**src/logic/arr_pkg.sv**
```systemverilog
// Purpose: Shared constants for the converter result register block
// Assumes: 20-bit byte address space on the peripheral register bus
// Notes: Offsets and reset values are used by the design only through these names
`default_nettype none
package arr_pkg;
	localparam int ADDR_W = 20;
	localparam int DATA_W = 16;
	localparam int BYTE_W = 8;
	localparam int RES_W = 10;
	localparam int RES_LOW_W = 2;
	localparam int ZERO_W = 6;
	localparam logic [ADDR_W-1:0] OFF_RESULT_WORD = 20'hFFF1E;
	localparam logic [ADDR_W-1:0] OFF_RESULT_HIGH = 20'hFFF1F;
	localparam logic [RES_W-1:0] RESET_RESULT = 10'h000;
	localparam logic [DATA_W-1:0] RESET_WORD = 16'h0000;
	localparam logic [BYTE_W-1:0] RESET_HIGH = 8'h00;
	localparam logic [ZERO_W-1:0] ZERO_FILL = 6'h00;
	localparam logic [BYTE_W-1:0] ZERO_BYTE = 8'h00;
endpackage
`default_nettype wire

```
**src/logic/arr_result_regs.sv**
```systemverilog
// Purpose: Result word and high-byte alias of the 10-bit successive approximation converter
// Assumes: Bus strobes, conversion end and config-write strobe come from logic on clk_sys_i
// Notes: Reads answer one cycle after the strobe; writes to the result addresses do nothing
`timescale 1ns/100ps
`default_nettype none
module arr_result_regs
(
	// Clock and reset
	input wire logic clk_sys_i,
	input wire logic resetn_i,
	// Register bus
	input wire logic [arr_pkg::ADDR_W-1:0] sfr_addr_i,
	input wire logic sfr_rd_i,
	input wire logic sfr_wr_i,
	input wire logic sfr_word_i,
	input wire logic [arr_pkg::DATA_W-1:0] sfr_wdata_i,
	output logic [arr_pkg::DATA_W-1:0] sfr_rdata_o,
	output logic sfr_ack_o,
	// Converter core
	input wire logic conv_end_i,
	input wire logic [arr_pkg::RES_W-1:0] sar_value_i,
	input wire logic cfg_write_i,
	// Status
	output logic result_stale_o
);
	import arr_pkg::*;

	logic [RES_W-1:0] result_r;
	logic [RES_W-1:0] result_nxt;
	logic stale_r;
	logic stale_nxt;
	logic [DATA_W-1:0] rdata_r;
	logic [DATA_W-1:0] rdata_nxt;
	logic ack_r;
	logic ack_nxt;
	logic hit_word;
	logic hit_high;
	logic hit_low;
	logic [DATA_W-1:0] word_view;

	// Result store; bus writes never reach it
	always_comb
	begin
		result_nxt = result_r;
		stale_nxt = stale_r;
		if (conv_end_i)
		begin
			result_nxt = sar_value_i;
			stale_nxt = 1'b0;
		end
		// A config write in the same cycle still marks the result suspect
		if (cfg_write_i)
			stale_nxt = 1'b1;
	end

	always_ff @(posedge clk_sys_i)
	begin
		if (!resetn_i)
		begin
			result_r <= RESET_RESULT;
			stale_r <= 1'b0;
		end
		else
		begin
			result_r <= result_nxt;
			stale_r <= stale_nxt;
		end
	end

	// Read decode
	assign word_view = {result_r, ZERO_FILL};
	assign hit_word = sfr_rd_i && sfr_word_i && (sfr_addr_i == OFF_RESULT_WORD);
	assign hit_high = sfr_rd_i && !sfr_word_i && (sfr_addr_i == OFF_RESULT_HIGH);
	assign hit_low = sfr_rd_i && !sfr_word_i && (sfr_addr_i == OFF_RESULT_WORD);

	always_comb
	begin
		rdata_nxt = RESET_WORD;
		ack_nxt = 1'b0;
		if (hit_word)
		begin
			rdata_nxt = word_view;
			ack_nxt = 1'b1;
		end
		else if (hit_high)
		begin
			rdata_nxt = {ZERO_BYTE, word_view[DATA_W-1:BYTE_W]};
			ack_nxt = 1'b1;
		end
		else if (hit_low)
		begin
			rdata_nxt = {ZERO_BYTE, word_view[BYTE_W-1:0]};
			ack_nxt = 1'b1;
		end
	end

	always_ff @(posedge clk_sys_i)
	begin
		if (!resetn_i)
		begin
			rdata_r <= RESET_WORD;
			ack_r <= 1'b0;
		end
		else
		begin
			rdata_r <= rdata_nxt;
			ack_r <= ack_nxt;
		end
	end

	assign sfr_rdata_o = rdata_r;
	assign sfr_ack_o = ack_r;
	assign result_stale_o = stale_r;
endmodule
`default_nettype wire

```
**config.mk**
```make
export PLATFORM = sky130hd
export DESIGN_NAME = arr_result_regs
export DESIGN_NICKNAME = d
export VERILOG_FILES = /design/src/logic/arr_pkg.sv /design/src/logic/arr_result_regs.sv
export SDC_FILE = /design/constraint.sdc
export NUM_CORES = 1
export LEC_CHECK = 0
export ABC_AREA = 0
export BUFFER_PORTS_ARGS = -buffer_cell sky130_fd_sc_hd__buf_2
export CAP_MARGIN = 20
export CORE_UTILIZATION = 37
export CTS_CLUSTER_SIZE = 12
export DETAILED_ROUTE_END_ITERATION = 6
export GPL_TIMING_DRIVEN = 0
export PLACE_DENSITY_LB_ADDON = 0.05
export SYNTH_ARGS = -nofsm -noshare
export SYNTH_HDL_FRONTEND = slang
export SYNTH_SLANG_ARGS = --single-unit
```
**constraint.sdc**
```tcl
create_clock -name clk_sys_i -period 1.3 [get_ports clk_sys_i]
set_input_delay 0.26 -clock clk_sys_i [delete_from_list [all_inputs] [get_ports clk_sys_i]]
set_output_delay 0.26 -clock clk_sys_i [all_outputs]
set_load 0.01 [all_outputs]
```
### After elaboration in Yosys (flattened, before gate mapping)

Cells that the tools add are included.

* register bits after elaboration: 28
* input port bits: 53
* output and inout port bits: 18
* logic and storage cells: 24

* equal/unequal tests: 2
* multiplexer cells: 8
* bitwise logic cells: 1
* reductions and logical operators: 8

Operator list (number)
* $eq 20x20->1 const B: 2
* $mux 16: 1
* $mux 8: 2
* $logic_and 1x1->1: 5
* $mux 1: 5
* $reduce_bool 2->1: 1
* $reduce_or 2->1: 1
* $logic_not 1->1: 1
* $not 1->1: 1

### Longest topological paths before layout

Gate-level depths: netlist of run 1.

* depth in word-level cells: 6
* mapped depth: 5
* mapped depth without buffers: 3

### Least setup slack after synthesis of run 1

OpenSTA, ideal clock, no wires.

* path kind: input to register
* from: in sfr_addr_i[15] in the netlist's numbering
* to: reg ack_r (netlist: sfr_ack_o)
* setup time: 0.099 ns
* arrival: 1.233 ns
* required time: 1.201 ns
* slack: -0.032 ns
* stages: 4
* path buffers: 1
* cell sequence: nand4_1 > or4b_4 > buf_6 > a2111oi_4

* cells in the longest elaborated chain, start to end: 5
* elaborated cells between the ends (all ways): 8
* those cells by class: eq/ne (2); mux (3); reduce/logical (3)

Ends and longest elaborated chain
* start: declaration: line arr_result_regs.sv:12 `input wire logic [arr_pkg::ADDR_W-1:0] sfr_addr_i,`
* $eq 20x20->1: line arr_result_regs.sv:72, arr_result_regs.sv:74
* $logic_and 1x1->1: line arr_result_regs.sv:74 `assign hit_low = sfr_rd_i && !sfr_word_i && (sfr_addr_i == OFF_RESULT_WORD);`
* $mux 1: line arr_result_regs.sv:90 `else if (hit_low)`
* $mux 1: line arr_result_regs.sv:85 `else if (hit_high)`
* $mux 1 *: line arr_result_regs.sv:80 `if (hit_word)`
* end signal: assignment: line arr_result_regs.sv:107 `ack_r <= ack_nxt;`
* end: declaration: line arr_result_regs.sv:34 `logic ack_r;`

Mark *: on every way between the ends. The rest lies on a longest branch, timed or not.
A chain may end at the register's enable or synchronous reset.

### Worst setup path in the final report of run 1

Ends and elaborated chain as after synthesis.

==> results of run 1 <==
-- routing by layer --
metal / global-route usage (%) / vias to the layer above / wire length, um
li1: - / 464 / -
met1: 16.83 / 381 / 957
met2: 23.64 / 35 / 938
met3: 2.765 / 2 / 116
met4: 6.272 / 0 / 12
met5: 0 / - / 0
-- worst max-delay path, cell delays in order --
cell,delay [ps]
buf_2,70
nand4_1,90
or4b_4,520
buf_6,160
a2111oi_4,250
-- registers in the layout, indices dropped and copies added, names as in the netlist --
register and count:
sfr_rdata_o 16, result_r 10, sfr_ack_o 1, result_stale_o 1
-- worst max path at each step --
stage	start	end	slack (ps)	depth (start not counted)
2_1_floorplan	sfr_addr_i[15]	sfr_ack_o	-30	4
3_3_place_gp	sfr_addr_i[6]	sfr_rdata_o[8]	-140	6
3_5_place_dp	sfr_addr_i[15]	sfr_ack_o	-150	5
4_1_cts	sfr_addr_i[15]	sfr_ack_o	190	5
5_1_grt	sfr_addr_i[6]	sfr_rdata_o[10]	140	6
6_report	sfr_addr_i[15]	sfr_ack_o	200	5
-- power by group through the flow --
stage	sequential (uW)	combinational [uW]	clock, uW
CTS	895	133	428
detailed placement	913	133	0
global route	898	146	467
finish	895	131	420
floorplan	908	67.9	0
global placement	912	129	0
-- cell type report --
class,instances,area [sq um],area share (%)
buffer,9,68.82,4.750
clock buffer,4,36.28,2.504
inverter,1,3.754,0.2591
multi-input combinational,64,480.5,33.16
sequential,28,560.5,38.69
tap,31,38.79,2.677
timing repair buffer,52,260.3,17.96
-- kinds of logic after synthesis --
family / share of synthesized area, %
AND/OR/NAND/NOR: 29.76
flip-flops: 50.51
multiplexers: 9.020
buffers and inverters: 6.200
AO/OA/AOI/OAI: 4.510
-- cells in the final DEF (no fill, tap or decap) --
cell type  instances
buf_6              2
nand3_1            8
nand4_1            2
clkbuf_8           1
inv_1              1
nor3_1             6
o21a_1             1
nand4b_1           2
and3b_1            1
buf_12             1
dfxtp_1           28
a2111oi_4          1
nor3_2            10
nand2_1            7
buf_2             55
a22oi_1            2
or3_1              1
or4b_4             1
mux2i_1           10
nor2b_1           12
clkbuf_4           3
clkbuf_1           3
-- metrics by stage --
stage          util (%)  hold slack, ps  cell area [sq um]  TNS, ps  power (uW)
2_1_floorplan         -           356.4               1114   -32.41       976.4
3_3_place_gp      50.36           454.1               1413    -1688        1041
3_5_place_dp      50.36           452.6               1413    -1886        1046
4_1_cts           51.65           127.4               1449        0        1455
5_1_grt           51.65           122.2               1449        0        1511
6_report          51.65           134.6               1449        0        1446
==> reports/summary.txt, run 1 <==
status: complete, but fails checks
failing checks: design-rule violations
Synth area leader: dfxtp_1
leakage: 0.0006294 uW
fmax: 905.0 MHz
layout cells sized above 1: 46.84%
Cells after Synth: 102
Post-Place Setup Slack: -152.2 ps
Hold Buf Count CTS: 0
synth cell count leaders: dfxtp_1 (28), nor2b_1 (12), mux2i_1 (10), nor3_2 (10), nand3_1 (8)
Starting DRT DRC Count: 5
vias in the first global route: 796
max-cap viol count: 0
Final Max Slew Viols: 0
final net count: 212
Netlist Area Pre-Place: 1110 sq um
end of the worst hold path: result_stale_o
Worst Setup Start Kind: input port
critical path class: input port to flop
Routed wire per std cell: 10.71 um
min-delay worst type: input port to flop
worst slew pin tran: 374.1 ps
first-pass GRT wire length: 3436 um
# setup viols final: 0
R2R Path End: sfr_rdata_o[13]
Comb pwr share: 9.1%
Final period util: 85.00%
Routability Congestion: 0.7172
Reg2Reg Depth: 2
Sequential Power Share: 61.9%
Num CTS Buffers: 3
DRC: 2
Crit Path Max Fanout: 8
final hold viol count: 0
sequential fraction of the synthesis area: 50.51%
WHS Path Cells: 2
Post-DP HPWL: 1592 um
gr ovfl total: 0
Hold Crit Start: cfg_write_i
largest cells by area after synthesis: dfxtp_1 (51%), mux2i_1 (9.0%), nor3_2 (9.0%)
diode count: 0
die area: 3222 sq um
Die Wd: 56.77 um
FFs w/ async S/R, synth: 0%
Yosys top cell area share: 50.51%
skew final: 2.582 ps
H-Tree Depth: 1
Die Height: 56.77 um
ys flop type: dfxtp_1
DR vias/cell: 4.667
critical path arrival: 1350 ps
switch share: 22.24%
io pins: 71
Int Pwr: 1124 uW
filler instances: 273
TritonCTS clock tree: yes
worst reg2reg path startpoint: result_r[7]
vias: 882
top-count cell post-synth: dfxtp_1
Final Critical Period: 1105 ps
I/O Buffers: 52
Starting Density: 39.56%
crit path setup slack, layout: 195.0 ps
CTS max path bufs: 2
postcts setup bufs: 0
post-CTS sizing: 0
Slew Limit Headroom: 75.06%
ANT nets after route: 0
antenna violations before repair: 0
layout overhead on the synthesized area: 30.55%
largest net degree at the start of global routing: 16
unrepaired setup endpoints after global routing: no
Mapped Nets: 155
DR pass1 iterations: 6
Reg clk slew, reported paths: 150 ps
power per cell area: 997.8 nW/um^2
Net Sw Power: 321.6 uW
Worst Path Required: 1540 ps
Layout Cells excl Fill: 189
Core Region: 2805 sq um
DRT Wirelength: 2025 um
flops & latches, synth: 28
placed insts: 185
Clock Sinks: 28
Avg Cell Area, Syn: 10.88 sq um
Rows: 19
clock root cell: clkbuf_4
YS warnings: 0
number of synthesized flops with an enable pin: 0
maximum VDD drop: 0.0003233 V
r2r setup slk: 570 ps
post-synthesis cell type count: 21
All-Layer GR Usage: 13.89%
clock share of power: 29.0%
clk_lat worst skew: 320 ps
CP Capture Type: flop
(Power assumes the default switching activity.)
==> run 2: changes to the inputs <==
==> constraint.sdc (replaced) <==
create_clock -name clk_sys_i -period 0.9 [get_ports clk_sys_i]
set_input_delay 0.18 -clock clk_sys_i [delete_from_list [all_inputs] [get_ports clk_sys_i]]
set_output_delay 0.18 -clock clk_sys_i [all_outputs]
set_load 0.01 [all_outputs]
==> reports/summary.txt, run 2 (same netlist as run 1, synthesis figures left out) <==
DRT Wirelength: 2131 um (+5.2%)
DR vias/cell: 4.845 (+3.8%)
min-delay worst type: input port to flop
critical path arrival: 1220 ps (-130 ps)
Reg2Reg Depth: 2 (unchanged)
Slew Limit Headroom: 73.10% (-2.0 points)
Reg clk slew, reported paths: 140 ps (about the same)
postcts setup bufs: 0 (unchanged)
max reg flops: 16 (unchanged)
Starting DRT DRC Count: 12 (+7)
CP Capture Type: flop
diode count: 0 (unchanged)
power per cell area: 1397 nW/um^2 (+40%)
Worst Setup Start Kind: input port
Starting Density: 39.56% (unchanged)
first-pass GRT wire length: 3663 um (+6.6%)
vias: 906 (+2.7%)
final hold viol count: 0 (unchanged)
Final Max Slew Viols: 0 (unchanged)
Worst Path Required: 1140 ps (-400 ps)
gr ovfl total: 0 (unchanged)
largest net degree at the start of global routing: 16 (unchanged)
Die Wd: 56.77 um (unchanged)
skew final: 1.948 ps (-0.6341 ps)
Num CTS Buffers: 3 (unchanged)
max-cap viol count: 0 (unchanged)
DR pass1 iterations: 6 (unchanged)
io pins: 71 (unchanged)
Final Critical Period: 984.4 ps
status: complete, but fails checks
die area: 3222 sq um (unchanged)
WHS Path Cells: 2 (unchanged)
Post-DP HPWL: 1726 um (+8.4%)
worst reg2reg path startpoint: result_r[0]
Fin Setup TNS: -1660 ps (-1660 ps)
Routability Congestion: 0.7507 (+4.7%)
most frequent cells in the layout: buf_2 (47), dfxtp_1 (26), nor2b_1 (12)
H-Tree Depth: 1 (unchanged)
layout cells sized above 1: 48.08% (+1.2 points)
maximum VDD drop: 0.0005060 V (+56%)
clk_lat worst skew: 320 ps (about the same)
total power: 2094 uW (+45%)
failing checks: design-rule violations, negative setup slack
switch share: 21.69% (-0.55 points)
Hold Buf Count CTS: 0 (unchanged)
unrepaired setup endpoints after global routing: yes
TritonCTS clock tree: yes
Clock Sinks: 28 (unchanged)
All-Layer GR Usage: 14.81% (+0.92 points)
Rows: 19 (unchanged)
R2R Path End: sfr_rdata_o[6]
r2r setup slk: 100 ps (-470 ps)
ANT nets after route: 0 (unchanged)
antenna violations before repair: 0 (unchanged)
Comb pwr share: 10.0% (+0.9 points)
clock root cell: clkbuf_4
CP endpoint: sfr_ack_o
layout overhead on the synthesized area: 35.06%
CTS max path bufs: 2 (unchanged)
critical path class: input port to flop
vias in the first global route: 852 (+7.0%)
worst slew pin tran: 403.5 ps (+29.43 ps)
crit path setup slack, layout: -84.44 ps (-279.5 ps)
fmax: 1016 MHz
Crit Path Max Fanout: 8 (unchanged)
# setup viols final: 30 (+30)
Sequential Power Share: 61.8% (about the same)
Final period util: 109.4%
I/O Buffers: 52 (unchanged)
Routed wire per std cell: 11.40 um (+6.4%)
clock share of power: 28.3% (-0.7 points)
final net count: 210 (-0.94%)
crit path from: sfr_addr_i[6]
most common cell after layout, fill and taps aside: buf_2
Int Pwr: 1640 uW (+46%)
DRC: 6 (+4)
leakage: 0.0006712 uW (+6.6%)
Core Region: 2805 sq um (unchanged)
Net Sw Power: 454.1 uW (+41%)
Die Height: 56.77 um (unchanged)
[run 2: cell types whose count changed in the layout (fill, tap and decap cells not counted), sizes merged]
cell	previous run	this run
clkbuf	7	6
buf	58	57
[run 2: power groups by stage]
stage	sequential [uW]	combinational (uW)	clock (uW)
2_1_floorplan	1310	98.1	0
3_3_place_gp	1320	187	0
3_5_place_dp	1320	196	0
4_1_cts	1290	212	616
5_1_grt	1300	230	649
6_report	1290	209	592
[run 2: repair_timing]
| action | 4_1_cts | 5_1_grt |
|---|---|---|
| gates cloned | 0 | 0 |
| gates resized for setup | 9 | 4 |
| endpoints found under the setup margin | 35 | 35 |
| endpoints found under the hold margin | 0 | 0 |
[run 2: per-layer routing]
metal | vias to the layer above | track usage (%) | share of wire [%]
met4 | 0 | 5.226 | 0.75
met1 | 407 | 17.40 | 45
met3 | 2 | 2.765 | 5.8
met5 | - | 0 | 0
li1 | 461 | - | -
met2 | 36 | 26.70 | 49
[run 2: per-stage QoR]
| step | worst slack [ps] | hold slack (ps) | cells | utilization, % | cell area, sq um |
|---|---|---|---|---|---|
| 3_3_place_gp | -460.3 | 388.8 | 185 | 50.36 | 1413 |
| 3_5_place_dp | -468.3 | 400.7 | 185 | 50.36 | 1413 |
| 4_1_cts | -83.22 | 50.89 | 188 | 52.85 | 1483 |
| 5_1_grt | -132.4 | 67.68 | 187 | 53.43 | 1499 |
| 6_report | -84.44 | 60.42 | 187 | 53.43 | 1499 |
| 2_1_floorplan | -320.9 | 275.8 | 102 | - | 1114 |
[run 2: worst min-delay path by stage]
stage,from,end,slack [ps]
final,cfg_write_i,result_stale_o,60
after global routing,sfr_addr_i[0],sfr_ack_o,70
after CTS,cfg_write_i,result_stale_o,50
after detailed placement,cfg_write_i,result_stale_o,400
after global placement,cfg_write_i,result_stale_o,390
after floorplan,sfr_addr_i[0],sfr_ack_o,280
[run 2: area by class of cell]
class | instances | area [sq um]
Clock buffer | 4 | 36.28
Buffer | 7 | 60.06
Fill cell | 270 | 1306
Multi-Input combinational cell | 64 | 493.0
Tap cell | 31 | 38.79
Sequential cell | 28 | 563.0
Inverter | 1 | 3.754
Timing Repair Buffer | 52 | 304.0
[run 2: worst max-delay path: stages]
cell and delay (ps):
buf_6 80, nand4b_1 140, or3_1 360, buf_6 150, a2111oi_4 300
==> run 3: changes to the inputs <==
--- a/config.mk
+++ b/config.mk
@@ -8,11 +8,12 @@
 export ABC_AREA = 0
 export BUFFER_PORTS_ARGS = -buffer_cell sky130_fd_sc_hd__buf_2
 export CAP_MARGIN = 20
-export CORE_UTILIZATION = 37
+export CORE_UTILIZATION = 41
 export CTS_CLUSTER_SIZE = 12
 export DETAILED_ROUTE_END_ITERATION = 6
 export GPL_TIMING_DRIVEN = 0
 export PLACE_DENSITY_LB_ADDON = 0.05
+export SKIP_LAST_GASP = 1
 export SYNTH_ARGS = -nofsm -noshare
 export SYNTH_HDL_FRONTEND = slang
 export SYNTH_SLANG_ARGS = --single-unit
==> constraint.sdc (replaced) <==
create_clock -name clk_sys_i -period 1 [get_ports clk_sys_i]
set_input_delay 0.2 -clock clk_sys_i [delete_from_list [all_inputs] [get_ports clk_sys_i]]
set_output_delay 0.2 -clock clk_sys_i [all_outputs]
set_load 0.01 [all_outputs]
==> reports/summary.txt, run 3 (same netlist as run 1, synthesis figures left out) <==
Routed wire per std cell: 11.16 um (-2.1%)
Hold Buf Count CTS: 0 (unchanged)
gr ovfl total: 0 (unchanged)
Num CTS Buffers: 3 (unchanged)
io pins: 71 (unchanged)
ANT nets after route: 0 (unchanged)
Starting Density: 44.00% (+4.4 points)
antenna violations before repair: 0 (unchanged)
Core Region: 2522 sq um (-10%)
R2R Path End: sfr_rdata_o[12]
crit path from: sfr_addr_i[15]
most frequent cells in the layout: buf_2 (47), dfxtp_1 (22), nor2b_1 (12)
DR vias/cell: 4.925 (+1.6%)
Reg clk slew, reported paths: 140 ps (about the same)
H-Tree Depth: 1 (unchanged)
CTS max path bufs: 2 (unchanged)
Crit Path Max Fanout: 10 (+2)
largest net degree at the start of global routing: 16 (unchanged)
max-cap viol count: 0 (unchanged)
All-Layer GR Usage: 16.89% (+2.1 points)
vias in the first global route: 857 (+0.59%)
Final Cell Area: 1508 sq um (+0.58%)
vias: 916 (+1.1%)
Die Wd: 54.03 um (-4.8%)
final net count: 210 (unchanged)
crit path setup slack, layout: -9.288 ps (+75.15 ps)
worst slew pin tran: 388.0 ps (-15.44 ps)
maximum VDD drop: 0.0009437 V (+87%)
min-delay worst type: input port to flop
r2r setup slk: 270 ps (+170 ps)
clk_lat worst skew: 320 ps (about the same)
# setup viols final: 3 (-90%)
worst reg2reg path startpoint: result_r[6]
power per cell area: 1237 nW/um^2 (-11%)
critical path arrival: 1260 ps (+40 ps)
layout overhead on the synthesized area: 35.85%
skew final: 10.74 ps (+8.790 ps)
placed insts: 184 (-0.54%)
DRT Wirelength: 2076 um (-2.6%)
Slew Limit Headroom: 74.13% (+1.0 points)
fmax: 990.8 MHz
CP Capture Type: flop
first-pass GRT wire length: 3505 um (-4.3%)
I/O Buffers: 52 (unchanged)
Final period util: 100.9%
DRC: 0 (-6)
Reg2Reg Depth: 2 (unchanged)
unrepaired setup endpoints after global routing: yes
Final Max Slew Viols: 0 (unchanged)
most common cell after layout, fill and taps aside: buf_2
placed instance area: 1411 sq um (about the same)
DR pass1 iterations: 4 (-2)
CP endpoint: sfr_rdata_o[5]
total power: 1865 uW (-11%)
Final Critical Period: 1009 ps
failing checks: negative setup slack
TritonCTS clock tree: yes
die area: 2919 sq um (-9.4%)
Layout Cells excl Fill: 186 (-0.53%)
max reg flops: 16 (unchanged)
Die Height: 54.03 um (-4.8%)
layout cells sized above 1: 51.28% (+3.2 points)
Worst Path Required: 1250 ps (+110 ps)
diode count: 0 (unchanged)
Fin Setup TNS: -17.16 ps (+1642 ps)
Worst Setup Start Kind: input port
Rows: 18 (-1)
Starting DRT DRC Count: 11 (-1)
Post-DP HPWL: 1692 um (-2.0%)
Routability Congestion: 0.7313 (-2.6%)
Final Util: 59.77% (+6.3 points)
critical path class: input port to flop
status: complete, but fails checks
clock root cell: clkbuf_4
leakage: 0.0006531 uW (-2.7%)
Clock Sinks: 28 (unchanged)
final hold viol count: 0 (unchanged)
run 3: changes by cell type in the layout (fill, tap and decap cells not counted), sizes merged:
cell and delta:
buf -1, clkbuf +1
run 3: final cells by class:
type	instances	area, sq um
fill	237	1015
sequential	28	568.0
multi-input combinational	64	496.7
timing repair buffer	52	304.0
buffer	7	61.31
tap	30	37.54
clock buffer	4	36.28
inverter	1	3.754
run 3: worst max-delay path, cell delays in order:
cell	delay, ps
buf_2	70
nand4_1	80
or4b_4	610
buf_12	190
nor3_4	100
run 3: how the worst min path moves through the flow:
stage	slack, ps	endpoint	depth (start not counted)	start
global route	50	result_stale_o	2	cfg_write_i
CTS	80	result_stale_o	2	cfg_write_i
global placement	410	result_stale_o	2	cfg_write_i
finish	80	result_stale_o	2	cfg_write_i
floorplan	300	sfr_ack_o	1	sfr_addr_i[0]
detailed placement	420	result_stale_o	2	cfg_write_i
run 3: layer usage:
metal  track usage (%)  part of all wire [%]
met1             18.51                    41
met5                 0                     0
met2             30.25                    51
met3             6.497                   7.9
met4             4.274                     0
run 3: what timing repair did:
item                       CTS  global route
setup endpoints to repair   12            30
gates resized for setup      8            12
buffers inserted             0             0
pin swaps                    2             1
run 3: report_power, final:
group          internal, uW  leakage (uW)  switching [uW]
Combinational           101      0.000402            76.2
Clock                   223     0.0000210             303
Sequential             1140      0.000231            20.0
run 3: stage by stage:
| step | hold WS [ps] | setup slack [ps] |
|---|---|---|
| after floorplan | 295.8 | -240.9 |
| after global placement | 408.1 | -377.2 |
| after detailed placement | 425.0 | -413.2 |
| after CTS | 75.67 | -1.800 |
| after global routing | 45.88 | -43.55 |
| final | 76.96 | -9.288 |
